<file path="config.mk">
export PLATFORM = sky130hd
export DESIGN_NAME = rsi_reset_state_init
export DESIGN_NICKNAME = d
export VERILOG_FILES = /design/src/design/rsi_pkg.sv /design/src/design/rsi_reset_state_init.sv
export SDC_FILE = /design/constraint.sdc
export NUM_CORES = 1
export LEC_CHECK = 0
export BUFFER_PORTS_ARGS = -buffer_cell sky130_fd_sc_hd__clkbuf_2
export CAP_MARGIN = 20
export CORE_MARGIN = 4
export CORE_UTILIZATION = 50
export DETAILED_ROUTE_END_ITERATION = 8
export PLACE_DENSITY = 0.7
export REMOVE_ABC_BUFFERS = 1
export SKIP_CTS_REPAIR_TIMING = 1
export SLEW_MARGIN = 20
export SYNTH_ARGS = -nofsm -noshare
export SYNTH_HDL_FRONTEND = slang
export SYNTH_SLANG_ARGS = --single-unit
</file>
<file path="constraint.sdc">
create_clock -name clk -period 4.7 [get_ports clk]
set_clock_uncertainty 0.1 [all_clocks]
set_input_delay 0 -clock clk [delete_from_list [all_inputs] [get_ports clk]]
set_output_delay 0 -clock clk [all_outputs]
set_load 0.1 [all_outputs]
</file>
<file path="src/design/rsi_pkg.sv">
package rsi_pkg;

  // Sequencer phases; the core runs only in PH_RUN.
  typedef enum logic [2:0] {
    PH_RUN      = 3'b000,
    PH_APPLY    = 3'b001,
    PH_WAIT     = 3'b010,
    PH_FETCH_HI = 3'b011,
    PH_FETCH_LO = 3'b100
  } rsi_phase_type;

  // Register byte offsets on the AXI4-Lite slave.
  localparam logic [7:0] ADDR_STATUS = 8'h00;
  localparam logic [7:0] ADDR_PC     = 8'h04;
  localparam logic [7:0] ADDR_PSW    = 8'h08;
  localparam logic [7:0] ADDR_BANK   = 8'h0C;
  localparam logic [7:0] ADDR_IRQ    = 8'h10;
  localparam logic [7:0] ADDR_IE     = 8'h14;
  localparam logic [7:0] ADDR_IPS    = 8'h18;
  localparam logic [7:0] ADDR_EDGE   = 8'h1C;
  localparam logic [7:0] ADDR_CLOCK  = 8'h20;
  localparam logic [7:0] ADDR_SERIAL = 8'h24;
  localparam logic [7:0] ADDR_PORT   = 8'h28;
  localparam logic [7:0] ADDR_BSB    = 8'h2C;
  localparam logic [7:0] ADDR_SP     = 8'h30;

  // AXI response codes.
  localparam logic [1:0] RESP_OKAY   = 2'h0;
  localparam logic [1:0] RESP_SLVERR = 2'h2;

  // Reset vector locations and field positions in the first vector byte.
  localparam logic [12:0] VEC_HI_ADDR = 13'h0000;
  localparam logic [12:0] VEC_LO_ADDR = 13'h0001;
  localparam int          VEC_RBE_BIT = 6;
  localparam int          VEC_MBE_BIT = 7;

  // Reset values of the control registers.
  localparam logic [3:0] SBS_RESET  = 4'h8;
  localparam logic [7:0] ZERO8      = 8'h00;
  localparam logic [3:0] ZERO4      = 4'h0;

  // Oscillation settle wait, in main clock periods, and the clk rate ratio.
  localparam int WAIT_LONG_FX  = 2 ** 17;
  localparam int WAIT_SHORT_FX = 2 ** 15;
  localparam int CLK_PER_FX    = 1;
  localparam int WAIT_LONG_CYC  = WAIT_LONG_FX * CLK_PER_FX;
  localparam int WAIT_SHORT_CYC = WAIT_SHORT_FX * CLK_PER_FX;

endpackage

</file>
<file path="src/design/rsi_reset_state_init.sv">
// Overview of operation
// - Small variant loads vector byte 0 low 4 bits to PC[11:8], byte 1 to PC[7:0].
// - Large variants load vector byte 0 low 5 bits to PC[12:8], byte 1 to PC[7:0].
// - Vector byte 0 bit 6 sets register bank enable, bit 7 memory bank enable.
// - Reset in standby keeps carry, memory, registers, shift register, bit buffer.
// - Reset while running leaves those plus stack pointer undefined; nothing relies on them.
// - Every reset clears the three skip flags.
// - Every reset clears both interrupt nesting status flags.
// - Every reset sets the stack bank select to binary 1000.
// - Every reset clears memory bank select and register bank select.
// - Every reset clears all interrupt request flags.
// - Every reset clears all interrupt enable flags.
// - Every reset clears the interrupt priority select register.
// - Every reset clears the three edge mode registers.
// - Every reset clears the processor clock control register.
// - Every reset clears the system clock control register.
// - Every reset clears the clock output mode register.
// - Every reset clears the serial operation mode register.
// - Every reset clears the serial bus control register.
// - Every reset clears both port direction group registers.
// - Every reset clears the pull-up setting register.
// - Internal reset rises when the reset pin or watchdog reset is asserted.
// - After pin reset release, wait 2^17 or 2^15 clocks before execution.
module rsi_reset_state_init
  import rsi_pkg::*;
#(
  parameter bit PROG_MEM_LARGE   = 1'b1,
  parameter bit LONG_WAIT_SEL    = 1'b1,
  parameter int WAIT_LONG_CYCLES = WAIT_LONG_CYC,
  parameter int WAIT_SHORT_CYCLES = WAIT_SHORT_CYC
) (
  input  wire logic        clk,
  input  wire logic        reset_n,
  input  wire logic        resetPinN,
  input  wire logic        wdtReset,
  input  wire logic        standbyMode,
  input  wire logic [7:0]  irqSet,
  input  wire logic [7:0]  romData,
  output logic      [12:0] romAddr,
  output logic             internalReset,
  output logic             cpuRun,
  output logic      [12:0] programCounter,
  output logic             memBankEnable,
  output logic             regBankEnable,
  input  wire logic [7:0]  s_axi_awaddr,
  input  wire logic        s_axi_awvalid,
  output logic             s_axi_awready,
  input  wire logic [31:0] s_axi_wdata,
  input  wire logic [3:0]  s_axi_wstrb,
  input  wire logic        s_axi_wvalid,
  output logic             s_axi_wready,
  output logic      [1:0]  s_axi_bresp,
  output logic             s_axi_bvalid,
  input  wire logic        s_axi_bready,
  input  wire logic [7:0]  s_axi_araddr,
  input  wire logic        s_axi_arvalid,
  output logic             s_axi_arready,
  output logic      [31:0] s_axi_rdata,
  output logic      [1:0]  s_axi_rresp,
  output logic             s_axi_rvalid,
  input  wire logic        s_axi_rready
);

  // Wait length is fixed at build time by the oscillator option.
  localparam int          WAIT_CYCLES =
    LONG_WAIT_SEL ? WAIT_LONG_CYCLES : WAIT_SHORT_CYCLES;
  localparam logic [17:0] WAIT_LOAD   = 18'(WAIT_CYCLES - 1);

  // The whole block state.
  typedef struct packed {
    rsi_phase_type phase;
    logic [17:0]   waitCnt;
    logic          pinSync1;
    logic          pinSync2;
    logic          srcWdt;
    logic          lastStandby;
    logic          cpuRun;
    logic          intReset;
    logic [12:0]   romAddr;
    logic [7:0]    vecHi;
    logic [12:0]   programCounter;
    logic          carryFlag;
    logic [2:0]    skipFlags;
    logic          intNestStatusLo;
    logic          intNestStatusHi;
    logic          memBankEnable;
    logic          regBankEnable;
    logic [3:0]    stackBankSelect;
    logic [3:0]    memBankSelect;
    logic [3:0]    regBankSelect;
    logic [7:0]    intRequestFlags;
    logic [7:0]    intEnableFlags;
    logic [3:0]    intPrioritySelect;
    logic [3:0]    edgeMode0;
    logic [3:0]    edgeMode1;
    logic [3:0]    edgeMode2;
    logic [3:0]    cpuClockCtrl;
    logic [3:0]    sysClockCtrl;
    logic [3:0]    clockOutMode;
    logic [7:0]    serialOpMode;
    logic [7:0]    serialBusCtrl;
    logic [7:0]    serialShiftReg;
    logic [7:0]    portDirGroupA;
    logic [7:0]    portDirGroupB;
    logic [7:0]    pullupSetting;
    logic [7:0]    stackPointer;
    logic [15:0]   bitSeqBuffer;
    logic          awRdy;
    logic          awHave;
    logic [7:0]    awAddr;
    logic          wRdy;
    logic          wHave;
    logic [31:0]   wData;
    logic [3:0]    wStrb;
    logic          bVld;
    logic [1:0]    bResp;
    logic          arRdy;
    logic          rVld;
    logic [31:0]   rData;
    logic [1:0]    rResp;
  } rsi_state_type;

  // Power-on value; the pin synchroniser starts asserted so power-on
  // runs through the full settle wait like a pin reset.
  localparam rsi_state_type ST_RESET = '{
    phase:           PH_APPLY,
    intReset:        1'b1,
    stackBankSelect: SBS_RESET,
    awRdy:           1'b1,
    wRdy:            1'b1,
    arRdy:           1'b1,
    default:         '0
  };

  rsi_state_type st_r;
  rsi_state_type st_nxt;
  logic          extReq;
  logic          resetReq;
  logic [32:0]   rdWord;
  logic [32:0]   wrOld;
  logic [31:0]   wrWord;

  // Read decode: bit 32 flags a mapped offset.
  function automatic logic [32:0] readReg(input rsi_state_type s,
                                          input logic [7:0]    a);
    logic [32:0] r;
    r = 33'h000000000;
    case (a)
      ADDR_STATUS: r = {1'b1, 24'h000000, 1'b0, s.lastStandby,
                        s.srcWdt, s.cpuRun, 1'b0, s.phase};
      ADDR_PC:     r = {1'b1, 19'h00000, s.programCounter};
      ADDR_PSW:    r = {1'b1, 24'h000000, s.memBankEnable,
                        s.regBankEnable, s.intNestStatusHi,
                        s.intNestStatusLo, s.skipFlags, s.carryFlag};
      ADDR_BANK:   r = {1'b1, 20'h00000, s.regBankSelect,
                        s.memBankSelect, s.stackBankSelect};
      ADDR_IRQ:    r = {1'b1, 24'h000000, s.intRequestFlags};
      ADDR_IE:     r = {1'b1, 24'h000000, s.intEnableFlags};
      ADDR_IPS:    r = {1'b1, 28'h0000000, s.intPrioritySelect};
      ADDR_EDGE:   r = {1'b1, 20'h00000, s.edgeMode2, s.edgeMode1,
                        s.edgeMode0};
      ADDR_CLOCK:  r = {1'b1, 20'h00000, s.clockOutMode,
                        s.sysClockCtrl, s.cpuClockCtrl};
      ADDR_SERIAL: r = {1'b1, 8'h00, s.serialShiftReg,
                        s.serialBusCtrl, s.serialOpMode};
      ADDR_PORT:   r = {1'b1, 8'h00, s.pullupSetting,
                        s.portDirGroupB, s.portDirGroupA};
      ADDR_BSB:    r = {1'b1, 16'h0000, s.bitSeqBuffer};
      ADDR_SP:     r = {1'b1, 24'h000000, s.stackPointer};
      default:     r = 33'h000000000;
    endcase
    return r;
  endfunction

  // Byte-lane merge for partial writes.
  function automatic logic [31:0] mergeBytes(input logic [31:0] old,
                                             input logic [31:0] d,
                                             input logic [3:0]  strb);
    logic [31:0] m;
    m = old;
    for (int i = 0; i < 4; i++) begin
      if (strb[i]) begin
        m[8*i +: 8] = d[8*i +: 8];
      end
    end
    return m;
  endfunction

  // Next-state logic for the sequencer, registers and bus slave.
  always_comb begin
    st_nxt   = st_r;
    rdWord   = readReg(st_r, s_axi_araddr);
    wrOld    = readReg(st_r, st_r.awAddr);
    wrWord   = mergeBytes(wrOld[31:0], st_r.wData, st_r.wStrb);
    // Only the second stage of the pin synchroniser is looked at.
    st_nxt.pinSync1 = resetPinN;
    st_nxt.pinSync2 = st_r.pinSync1;
    extReq   = ~st_r.pinSync2;
    resetReq = extReq | wdtReset;

    // Write address and data are taken independently, in either order.
    if (s_axi_awvalid && st_r.awRdy) begin
      st_nxt.awRdy  = 1'b0;
      st_nxt.awHave = 1'b1;
      st_nxt.awAddr = s_axi_awaddr;
    end
    if (s_axi_wvalid && st_r.wRdy) begin
      st_nxt.wRdy  = 1'b0;
      st_nxt.wHave = 1'b1;
      st_nxt.wData = s_axi_wdata;
      st_nxt.wStrb = s_axi_wstrb;
    end

    // Perform the write once both halves are held.
    if (st_r.awHave && st_r.wHave && !st_r.bVld) begin
      st_nxt.bVld  = 1'b1;
      st_nxt.bResp = RESP_OKAY;
      case (st_r.awAddr)
        ADDR_STATUS, ADDR_PC: st_nxt.bResp = RESP_OKAY;
        ADDR_PSW: begin
          st_nxt.carryFlag       = wrWord[0];
          st_nxt.skipFlags       = wrWord[3:1];
          st_nxt.intNestStatusLo = wrWord[4];
          st_nxt.intNestStatusHi = wrWord[5];
          st_nxt.regBankEnable   = wrWord[6];
          st_nxt.memBankEnable   = wrWord[7];
        end
        ADDR_BANK: begin
          st_nxt.stackBankSelect = wrWord[3:0];
          st_nxt.memBankSelect   = wrWord[7:4];
          st_nxt.regBankSelect   = wrWord[11:8];
        end
        ADDR_IRQ:  st_nxt.intRequestFlags   = wrWord[7:0];
        ADDR_IE:   st_nxt.intEnableFlags    = wrWord[7:0];
        ADDR_IPS:  st_nxt.intPrioritySelect = wrWord[3:0];
        ADDR_EDGE: begin
          st_nxt.edgeMode0 = wrWord[3:0];
          st_nxt.edgeMode1 = wrWord[7:4];
          st_nxt.edgeMode2 = wrWord[11:8];
        end
        ADDR_CLOCK: begin
          st_nxt.cpuClockCtrl = wrWord[3:0];
          st_nxt.sysClockCtrl = wrWord[7:4];
          st_nxt.clockOutMode = wrWord[11:8];
        end
        ADDR_SERIAL: begin
          st_nxt.serialOpMode   = wrWord[7:0];
          st_nxt.serialBusCtrl  = wrWord[15:8];
          st_nxt.serialShiftReg = wrWord[23:16];
        end
        ADDR_PORT: begin
          st_nxt.portDirGroupA = wrWord[7:0];
          st_nxt.portDirGroupB = wrWord[15:8];
          st_nxt.pullupSetting = wrWord[23:16];
        end
        ADDR_BSB: st_nxt.bitSeqBuffer = wrWord[15:0];
        ADDR_SP:  st_nxt.stackPointer = wrWord[7:0];
        default:  st_nxt.bResp = RESP_SLVERR;
      endcase
    end

    // Release the write channels when the response is taken.
    if (st_r.bVld && s_axi_bready) begin
      st_nxt.bVld   = 1'b0;
      st_nxt.awHave = 1'b0;
      st_nxt.wHave  = 1'b0;
      st_nxt.awRdy  = 1'b1;
      st_nxt.wRdy   = 1'b1;
    end

    // Reads answer one cycle after the address is taken.
    if (s_axi_arvalid && st_r.arRdy) begin
      st_nxt.arRdy = 1'b0;
      st_nxt.rVld  = 1'b1;
      st_nxt.rData = rdWord[31:0];
      st_nxt.rResp = rdWord[32] ? RESP_OKAY : RESP_SLVERR;
    end else if (st_r.rVld && s_axi_rready) begin
      st_nxt.rVld  = 1'b0;
      st_nxt.arRdy = 1'b1;
    end

    // Hardware request events are ORed in after the software write,
    // so a set arriving with a clear is not lost.
    st_nxt.intRequestFlags = st_nxt.intRequestFlags | irqSet;

    // Reset sequencer.
    case (st_r.phase)
      PH_RUN: begin
        if (resetReq) begin
          st_nxt.phase       = PH_APPLY;
          st_nxt.lastStandby = standbyMode;
          st_nxt.srcWdt      = ~extReq;
        end
      end
      PH_APPLY: begin
        // A pin reset seen at any time during the hold forces the wait.
        if (extReq) begin
          st_nxt.srcWdt = 1'b0;
        end
        if (!resetReq) begin
          if (st_r.srcWdt) begin
            st_nxt.phase = PH_FETCH_HI;
          end else begin
            st_nxt.phase   = PH_WAIT;
            st_nxt.waitCnt = WAIT_LOAD;
          end
        end
      end
      PH_WAIT: begin
        if (resetReq) begin
          st_nxt.phase = PH_APPLY;
        end else if (st_r.waitCnt == 18'h00000) begin
          st_nxt.phase = PH_FETCH_HI;
        end else begin
          st_nxt.waitCnt = st_r.waitCnt - 18'h00001;
        end
      end
      PH_FETCH_HI: begin
        if (resetReq) begin
          st_nxt.phase = PH_APPLY;
        end else begin
          st_nxt.vecHi   = romData;
          st_nxt.romAddr = VEC_LO_ADDR;
          st_nxt.phase   = PH_FETCH_LO;
        end
      end
      PH_FETCH_LO: begin
        if (resetReq) begin
          st_nxt.phase = PH_APPLY;
        end else begin
          if (PROG_MEM_LARGE) begin
            st_nxt.programCounter = {st_r.vecHi[4:0], romData};
          end else begin
            st_nxt.programCounter = {1'b0, st_r.vecHi[3:0], romData};
          end
          st_nxt.regBankEnable = st_r.vecHi[VEC_RBE_BIT];
          st_nxt.memBankEnable = st_r.vecHi[VEC_MBE_BIT];
          st_nxt.phase         = PH_RUN;
        end
      end
      default: st_nxt.phase = PH_APPLY;
    endcase

    // All reset values land together while the apply phase holds.
    // Software writes, except to the two bank enable bits, and request events in that window are overridden.
    if (st_nxt.phase == PH_APPLY) begin
      st_nxt.romAddr           = VEC_HI_ADDR;
      st_nxt.skipFlags         = 3'h0;
      st_nxt.intNestStatusLo   = 1'b0;
      st_nxt.intNestStatusHi   = 1'b0;
      st_nxt.stackBankSelect   = SBS_RESET;
      st_nxt.memBankSelect     = ZERO4;
      st_nxt.regBankSelect     = ZERO4;
      st_nxt.intRequestFlags   = ZERO8;
      st_nxt.intEnableFlags    = ZERO8;
      st_nxt.intPrioritySelect = ZERO4;
      st_nxt.edgeMode0         = ZERO4;
      st_nxt.edgeMode1         = ZERO4;
      st_nxt.edgeMode2         = ZERO4;
      st_nxt.cpuClockCtrl      = ZERO4;
      st_nxt.sysClockCtrl      = ZERO4;
      st_nxt.clockOutMode      = ZERO4;
      st_nxt.serialOpMode      = ZERO8;
      st_nxt.serialBusCtrl     = ZERO8;
      st_nxt.portDirGroupA     = ZERO8;
      st_nxt.portDirGroupB     = ZERO8;
      st_nxt.pullupSetting     = ZERO8;
      // Carry, shift register, bit buffer and stack pointer are left
      // alone, which keeps them in standby; software may not trust
      // them after a reset taken while running.
      st_nxt.carryFlag         = st_r.carryFlag;
      st_nxt.serialShiftReg    = st_r.serialShiftReg;
      st_nxt.bitSeqBuffer      = st_r.bitSeqBuffer;
      st_nxt.stackPointer      = st_r.stackPointer;
    end

    // Status outputs are registered from the next phase.
    st_nxt.intReset = (st_nxt.phase != PH_RUN);
    st_nxt.cpuRun   = (st_nxt.phase == PH_RUN);
  end

  // State register with synchronous reset.
  always_ff @(posedge clk) begin
    if (!reset_n) begin
      st_r <= ST_RESET;
    end else begin
      st_r <= st_nxt;
    end
  end

  // Every output is a field of the state register.
  assign romAddr        = st_r.romAddr;
  assign internalReset  = st_r.intReset;
  assign cpuRun         = st_r.cpuRun;
  assign programCounter = st_r.programCounter;
  assign memBankEnable  = st_r.memBankEnable;
  assign regBankEnable  = st_r.regBankEnable;
  assign s_axi_awready  = st_r.awRdy;
  assign s_axi_wready   = st_r.wRdy;
  assign s_axi_bvalid   = st_r.bVld;
  assign s_axi_bresp    = st_r.bResp;
  assign s_axi_arready  = st_r.arRdy;
  assign s_axi_rvalid   = st_r.rVld;
  assign s_axi_rdata    = st_r.rData;
  assign s_axi_rresp    = st_r.rResp;

endmodule

</file>
==> impl_metrics.py, run 1 <==
metrics = {
    "power_and_ir_drop": {
        "p_switching_uw": 1410,
        "ir_drop_mv": 0.241,
        "power_frac_clock": 0.435,
        "p_per_area_nw_per_um2": 346,
        "p_leak_uw": 0.00537,
        "total_power_uw": 5110,
        "power_switching_share": 0.275,
        "p_int_uw": 3700,
        "seq_power_share": 0.434,
        "power_frac_comb": 0.130,
    },
    "logic_synthesis": {
        "synth_largest_area_cell": "dfxtp_1",
        "async_reset_ff_frac": 0,
        "synth_seq_cells": 252,
        "synthTopCellsByArea": "dfxtp_1 40%, nand2_1 5.7%, o21ai_0 5.5%",
        "synth_enable_flop_cells": 0,
        "synth_common_cells": "252 x dfxtp_1, 194 x nand2_1, 138 x o21ai_0",
        "yosys.cell_types.count": 85,
        "avgSynthCellArea_um2": 8.24,
        "synth_most_common_cell": "dfxtp_1",
        "synth-xor-area-share": 0.000691,
        "syn_area_um2": 12700,
        "synth_top_cell_area_share": 0.398,
        "synth_compound_area_frac": 0.240,
        "yosys-mux-area-fraction": 0.0483,
        "ys_seq_area_frac": 0.398,
        "ys_warn_count": 0,
        "yosys.area_share.adder": 0.000987,
        "syn_inst": 1538,
        "synth_top_family_by_area": "compound AO/OA/AOI/OAI gates",
        "synth_ff_type": "dfxtp_1",
        "synth-simple-area-share": 0.231,
    },
    "drt": {
        "drt_wl_total_mm": 44.4,
        "drc": 0,
        "vias": 12500,
        "first_pass_iters": 6,
        "drt_iter0_markers": 1584,
        "via_per_inst": 6.33,
        "routedWlPerCell_um": 22.4,
        "ant_nets": 0,
    },
    "critical_path": {
        "crit_type": "reg -> reg",
        "path_cells": "buf_4 -> nor4b_1 -> and2_1 -> nand2_1 -> nor2_2 -> a22o_1",
        "cp.required_ns": 5.07,
        "endpoint_kind": "register",
        "max_stage_delay_ns": 0.89,
        "crit_path_start_kind": "register",
        "worstPathArrival_ns": 3.71,
        "path_max_fanout": 21,
        "crit_slowest_cell": "nor4b_1",
        "worstRegToRegCells": 6,
    },
    "finish": {
        "post-route-util": 0.589,
        "nFillCells": 2316,
        "design_area_um2": 14700,
        "syn_to_final_growth_pct": 16.3,
        "final_nets": 1708,
        "multiInputGateArea_um2": 6730,
        "final_layout_size_suffix_gt1_frac": 0.156,
        "final-seq-area_um2": 5040,
    },
    "global_route": {
        "first_global_vias": 11500,
        "gr-usage-all-layers": 0.298,
        "grt_pass1_wl_mm": 66.8,
        "grt_max_degree": 79,
        "grt_remaining_overflow": 0,
        "antenna_found_initial": 1,
    },
    "run_status": {
        "failed_checks": "negative hold slack",
        "status": "complete, but fails checks",
    },
    "placement": {
        "gp_congestion": 1.03,
        "port_buffers": 117,
        "dp_hpwl_mm": 29.8,
        "place_area_um2": 13100,
    },
    "timing": {
        "max_freq_mhz": 300,
        "rsz0062_at_grt": "false",
        "hold_viol_final": 1,
        "hold_slack_ns": -0.0193,
        "slew_violations": 0,
        "fin_crit_sh": 0.710,
        "worst_pin_slew_ns": 1.27,
        "relSlewSlack": 0.149,
        "finalSetupViolCount": 0,
        "period_needed_ns": 3.34,
    },
    "clock_network": {
        "clk-insertion-delay-late_ns": 0.55,
        "cts_root_buffer": "clkbuf_16",
        "cts.reportedPaths.clkPinSlew_ns": 0.06,
        "clock_sink_count": 252,
        "clockBufferDepth": 3,
        "h-tree-depth": 1,
        "numCtsBuffers": 27,
        "cts_tree": "built",
    },
    "floorplan": {
        "boundaryPins": 149,
        "initial_utilization": 0.506,
        "die_y_um": 167,
        "num_rows": 58,
        "die_area_um2": 28000,
        "core_um2": 25000,
        "die_w_um": 167,
    },
    "job": {
        "cap_violations": 0,
    },
    "hold_path": {
        "hold_path.class": "in -> reg",
        "min_path_cells": 4,
    },
}
==> worst max-delay path: cells and delay by family, from the launching register on <==
family / cells / cell delay (ns)
AND/OR/NAND/NOR: 4 / 2.39
AO/OA/AOI/OAI: 1 / 0.19
buffers and inverters: 1 / 0.28
flip-flops: 1 / 0.33
==> metal layers <==
layer  part of all wire  routed length [um]  track usage  vias to the layer above
li1                   -                   -            -                     5728
met1               0.41               18000        0.417                     5908
met2               0.43               19300        0.446                      762
met3               0.11                5090       0.0678                      134
met4              0.045                2000        0.123                        0
met5                  0                   0            0                        -
==> cell families (layout without fill, tap and decap cells) <==
group / count (synthesis) / in the layout
compound gates: 467 / 467
mux: 56 / 56
xor+xnor: 1 / 1
other cells: 1 / 23
fa+ha+maj: 1 / 1
flops: 252 / 252
buf+inv: 194 / 284
simple gates: 566 / 566
==> power by group through the flow <==
| stage | clock [uW] | sequential (uW) | combinational, uW |
|---|---|---|---|
| final | 2220 | 2220 | 664 |
| after global routing | 2320 | 2220 | 695 |
| after CTS | 2240 | 2220 | 598 |
| after detailed placement | 0 | 2260 | 597 |
| after global placement | 0 | 2260 | 593 |
| after floorplan | 0 | 2360 | 291 |
==> placed cells by master, fill, tap and decap left out, drive strengths merged, types with 42 or more instances in the layout <==
| cell type | instances |
|---|---|
| dfxtp | 252 |
| nand2 | 194 |
| clkbuf | 160 |
| o21ai | 156 |
| a21oi | 106 |
| nand3 | 91 |
| nor2 | 78 |
| dlygate4sd3 | 73 |
| nor3 | 47 |
| mux2i | 42 |
==> area by class of cell <==
class / instances / area share
multi-input cells: 1113 / 0.456
flip-flops and latches: 252 / 0.342
repair buffers: 223 / 0.107
clock buffers: 43 / 0.0581
well taps: 330 / 0.0280
clock inverters: 6 / 0.00543
inverters: 12 / 0.00306
diodes: 1 / 0.000170
==> per-stage QoR <==
stage	TNS, ns	setup slack, ns	std cells
final	0	1.36	1980
after global routing	0	1.28	1979
after CTS	0	1.52	1905
after detailed placement	0	1.52	1856
after global placement	0	1.63	1856
after floorplan	-88.89	-1.74	1377
==> sequential cells by signal, summed over array words and instances, names as in the netlist <==
signal / cells
s_axi_arready: 1
s_axi_rvalid: 1
st_r: 202
s_axi_rresp: 1
s_axi_wready: 1
s_axi_rdata: 24
programCounter: 13
memBankEnable: 1
regBankEnable: 1
romAddr: 1
s_axi_bvalid: 1
st_nxt: 1
cpuRun: 1
internalReset: 1
s_axi_awready: 1
s_axi_bresp: 1
==> final timing paths <==
path,startpoint,endpoint,slack [ns]
setup reg to reg,st_r[80]$_SDFFE_PN0P_,st_r[112]$_SDFFE_PP0P_,1.36
hold / removal,s_axi_araddr[1],s_axi_rresp[1]$_SDFFE_PN0P_,-0.02
setup / recovery,st_r[80]$_SDFFE_PN0P_,st_r[112]$_SDFFE_PP0P_,1.36
hold reg to reg,st_nxt[261]$_SDFF_PN0_,st_r[261]$_SDFF_PN0_,0.34
Note: power is estimated with default switching activity, not from simulation.
==> run 2: changes to the inputs <==
Settings changed: PLACE_DENSITY 0.7 to 0.73.
Clock period 4.7 ns to 2.9 ns, I/O delays scaled along.
==> impl_metrics.py, run 2 (same netlist as run 1, synthesis figures left out) <==
metrics = {
    "finish": {
        "final_nets": 1770,
        "nFillCells": 2244,
        "design_area_um2": 15300,
        "final-seq-area_um2": 5040,
        "multiInputGateArea_um2": 6710,
        "largest_reg_flops": 202,
        "layout_commonest_cell": "dfxtp_1",
        "syn_to_final_growth_pct": 20.5,
        "final_layout_size_suffix_gt1_frac": 0.180,
        "mostFrequentLayoutCells": "252 x dfxtp_1, 194 x nand2_1, 138 x o21ai_0",
        "largest-register": "st_r",
    },
    "timing": {
        "tns_ns": 0,
        "fin_crit_sh": 0.960,
        "relSlewSlack": 0.255,
        "period_needed_ns": 2.78,
        "hold_viol_final": 1,
        "worst_pin_slew_ns": 1.12,
        "max_freq_mhz": 359,
        "hold_slack_ns": -0.00622,
        "rsz0062_at_grt": "false",
        "finalSetupViolCount": 0,
        "slew_violations": 0,
    },
    "critical_path": {
        "crit_path_start_kind": "register",
        "crit_start": "st_r[82]$_SDFFE_PN0P_",
        "r2r-start": "st_r[82]$_SDFFE_PN0P_",
        "cp.required_ns": 3.20,
        "worstPathArrival_ns": 3.08,
        "worstRegToRegCells": 7,
        "endpoint_kind": "register",
        "path_max_fanout": 13,
        "crit_type": "reg -> reg",
    },
    "global_route": {
        "antenna_found_initial": 0,
        "gr-usage-all-layers": 0.317,
        "grt_pass1_wl_mm": 70.0,
        "grt_max_degree": 55,
        "first_global_vias": 11700,
        "grt_remaining_overflow": 0,
    },
    "drt": {
        "wl_met2_mm": 20.5,
        "drt_wl_total_mm": 47.4,
        "via_per_inst": 6.27,
        "first_pass_iters": 5,
        "ant_nets": 0,
        "routed.top_layer": "met4",
        "drc": 0,
        "wl_met3_mm": 5.29,
        "met1_length_mm": 19.6,
        "drt_iter0_markers": 1253,
        "routedWlPerCell_um": 23.2,
        "vias": 12800,
    },
    "clock_network": {
        "cts_tree": "built",
        "clock_sink_count": 252,
        "h-tree-depth": 1,
        "clk-insertion-delay-late_ns": 0.57,
        "cts_root_buffer": "clkbuf_16",
        "numCtsBuffers": 27,
        "cts.reportedPaths.clkPinSlew_ns": 0.06,
        "clockBufferDepth": 3,
    },
    "hold_path": {
        "hold_path.class": "in -> reg",
        "min_path_cells": 5,
        "holdCritStartpoint": "s_axi_araddr[6]",
    },
    "floorplan": {
        "die_w_um": 167,
        "num_rows": 58,
        "boundaryPins": 149,
        "core_um2": 25000,
        "initial_utilization": 0.506,
        "die_area_um2": 28000,
        "die_y_um": 167,
    },
    "power_and_ir_drop": {
        "p_leak_uw": 0.00568,
        "p_per_area_nw_per_um2": 557,
        "ir_drop_mv": 0.621,
    },
    "job": {
        "cap_violations": 0,
    },
    "placement": {
        "dp_hpwl_mm": 33.4,
        "port_buffers": 117,
        "gp_congestion": 1.04,
        "place_area_um2": 13500,
    },
    "run_status": {
        "failed_checks": "negative hold slack",
        "status": "complete, but fails checks",
    },
}
-- run 2: worst paths after layout --
| kind | to | slack (ns) |
|---|---|---|
| setup / recovery | st_r[170]$_SDFFE_PP0P_ | 0.12 |
| hold reg to reg | st_r[261]$_SDFF_PN0_ | 0.33 |
| hold / removal | s_axi_rdata[4]$_SDFFE_PN0P_ | -0.006 |
| setup reg to reg | st_r[170]$_SDFFE_PP0P_ | 0.12 |
-- run 2: final cells by class --
class,instances,area share
tap,330,0.0270
timing repair buffer,285,0.137
sequential,252,0.330
antenna,1,0.000164
clock buffer,33,0.0470
clock inverter,14,0.0160
inverter,12,0.00295
multi-input combinational,1113,0.439
-- run 2: metal layers --
metal,up-vias,track usage
li1,5855,-
met1,6075,0.433
met2,722,0.471
met3,139,0.0942
met4,0,0.131
met5,-,0
-- run 2: critical path: stages (launching register included) --
cell and delay, ns:
dfxtp_1 0.67, buf_4 0.29, buf_4 0.19, and3b_1 0.18, o21ai_0 0.17, a21oi_1 0.10, a211oi_2 0.72, o31ai_1 0.18
-- run 2: report_power, final --
group          internal [uW]  total, uW  switching [uW]
registers               3520       3590            68.1
clock network           2300       3780            1480
logic                    331       1140             809
total                   6150       8510            2360
-- run 2: through the flow --
step	hold WS, ns	setup slack (ns)	instances	power (uW)	utilization
2_1_floorplan	-0.0238	-3.54	1377	4300	-
3_3_place_gp	0.112	0.291	1914	4680	0.540
3_5_place_dp	0.114	0.238	1914	4690	0.540
4_1_cts	-0.474	0.190	1961	8430	0.579
5_1_grt	0.00587	0.0108	2039	8730	0.610
6_report	-0.00622	0.117	2040	8510	0.610
==> run 3: changes to the inputs <==
Settings changed: CORE_MARGIN 4 to not set.
==> impl_metrics.py, run 3 (same netlist as run 1, synthesis figures left out) <==
metrics = {
    "floorplan": {
        "core_um2": 24600,
        "boundaryPins": 149,
        "die_y_um": 161,
        "die_w_um": 161,
        "die_area_um2": 26000,
        "initial_utilization": 0.515,
        "num_rows": 57,
    },
    "timing": {
        "slew_violations": 0,
        "finalSetupViolCount": 0,
        "hold_viol_final": 0,
        "tns_ns": 0,
        "rsz0062_at_grt": "false",
        "fin_crit_sh": 0.949,
        "relSlewSlack": 0.305,
        "worst_pin_slew_ns": 1.04,
        "period_needed_ns": 2.75,
        "max_freq_mhz": 364,
    },
    "drt": {
        "drc": 0,
        "first_pass_iters": 5,
        "ant_nets": 0,
        "routedWlPerCell_um": 22.3,
        "drt_wl_total_mm": 45.4,
        "via_per_inst": 6.27,
        "drt_iter0_markers": 1416,
        "vias": 12700,
    },
    "finish": {
        "largest_reg_flops": 202,
        "mostFrequentLayoutCells": "252 x dfxtp_1, 194 x nand2_1, 138 x o21ai_0",
        "multiInputGateArea_um2": 6710,
        "nFillCells": 2175,
        "final-seq-area_um2": 5040,
        "syn_to_final_growth_pct": 19.9,
        "largest-register": "st_r",
        "final_nets": 1766,
        "n_antenna_cell": 0,
        "design_area_um2": 15200,
        "final_layout_size_suffix_gt1_frac": 0.179,
        "layout_commonest_cell": "dfxtp_1",
    },
    "critical_path": {
        "crit_type": "reg -> reg",
        "cp.required_ns": 3.27,
        "path_max_fanout": 16,
        "crit_path_start_kind": "register",
        "worstPathArrival_ns": 3.12,
        "endpoint_kind": "register",
        "worstRegToRegCells": 6,
    },
    "power_and_ir_drop": {
        "p_leak_uw": 0.00565,
        "total_power_uw": 8390,
        "p_per_area_nw_per_um2": 553,
        "ir_drop_mv": 0.397,
    },
    "placement": {
        "place_area_um2": 13500,
        "gp_congestion": 1.02,
        "port_buffers": 117,
        "dp_hpwl_mm": 31.8,
    },
    "global_route": {
        "gr-usage-all-layers": 0.339,
        "antenna_found_initial": 0,
        "first_global_vias": 11600,
        "grt_pass1_wl_mm": 68.5,
        "grt_max_degree": 78,
        "grt_remaining_overflow": 0,
    },
    "clock_network": {
        "clk-insertion-delay-late_ns": 0.56,
        "cts_root_buffer": "clkbuf_16",
        "h-tree-depth": 1,
        "cts_tree": "built",
        "clockBufferDepth": 3,
        "cts.reportedPaths.clkPinSlew_ns": 0.06,
        "numCtsBuffers": 28,
        "clock_sink_count": 252,
    },
    "run_status": {
        "status": "finished clean",
    },
    "job": {
        "cap_violations": 0,
    },
    "hold_path": {
        "hold_path.class": "in -> reg",
        "min_path_cells": 4,
    },
}
==> run 3: where the power goes <==
part	switching, uW	internal [uW]
sequential	75.0	3520
clock	1460	2220
combinational	785	331
==> run 3: cell type report <==
class / instances / share of cell area
clock inverters: 8 / 0.00857
repair buffers: 280 / 0.133
multi-input cells: 1113 / 0.442
flip-flops and latches: 252 / 0.332
well taps: 324 / 0.0267
clock buffers: 43 / 0.0545
inverters: 12 / 0.00297
==> run 3: layer usage <==
layer / part of all wire / global-route usage / routed length (um) / vias up
li1: - / - / - / 5832
met1: 0.41 / 0.462 / 18800 / 6044
met2: 0.44 / 0.518 / 19900 / 720
met3: 0.094 / 0.0639 / 4280 / 149
met4: 0.052 / 0.159 / 2370 / 0
met5: 0 / 0.00189 / 0 / -
==> run 3: critical path, cell delays in order (launching register included) <==
cell and delay (ns):
dfxtp_1 0.89, nor4b_2 0.39, buf_4 0.28, and3_1 0.24, nand2_1 0.31, buf_12 0.27
o21ai_0 0.17
==> run 3: worst paths after layout <==
| path | from | end | slack, ns |
|---|---|---|---|
| max | st_r[82]$_SDFFE_PN0P_ | st_r[96]$_SDFFE_PN0P_ | 0.15 |
| min | s_axi_wdata[23] | st_r[66]$_SDFFE_PN0P_ | 0.12 |
| max reg2reg | st_r[82]$_SDFFE_PN0P_ | st_r[96]$_SDFFE_PN0P_ | 0.15 |
| min reg2reg | st_nxt[261]$_SDFF_PN0_ | st_r[261]$_SDFF_PN0_ | 0.34 |
==> run 3: per-stage QoR <==
stage | util | setup WS [ns] | hold slack (ns) | instances
after floorplan | - | -3.54 | -0.0238 | 1377
after global placement | 0.547 | 0.327 | 0.112 | 1905
after detailed placement | 0.547 | 0.281 | 0.115 | 1905
after CTS | 0.586 | 0.207 | -0.463 | 1956
after global routing | 0.617 | 0.0355 | 0.116 | 2032
final | 0.617 | 0.149 | 0.116 | 2032
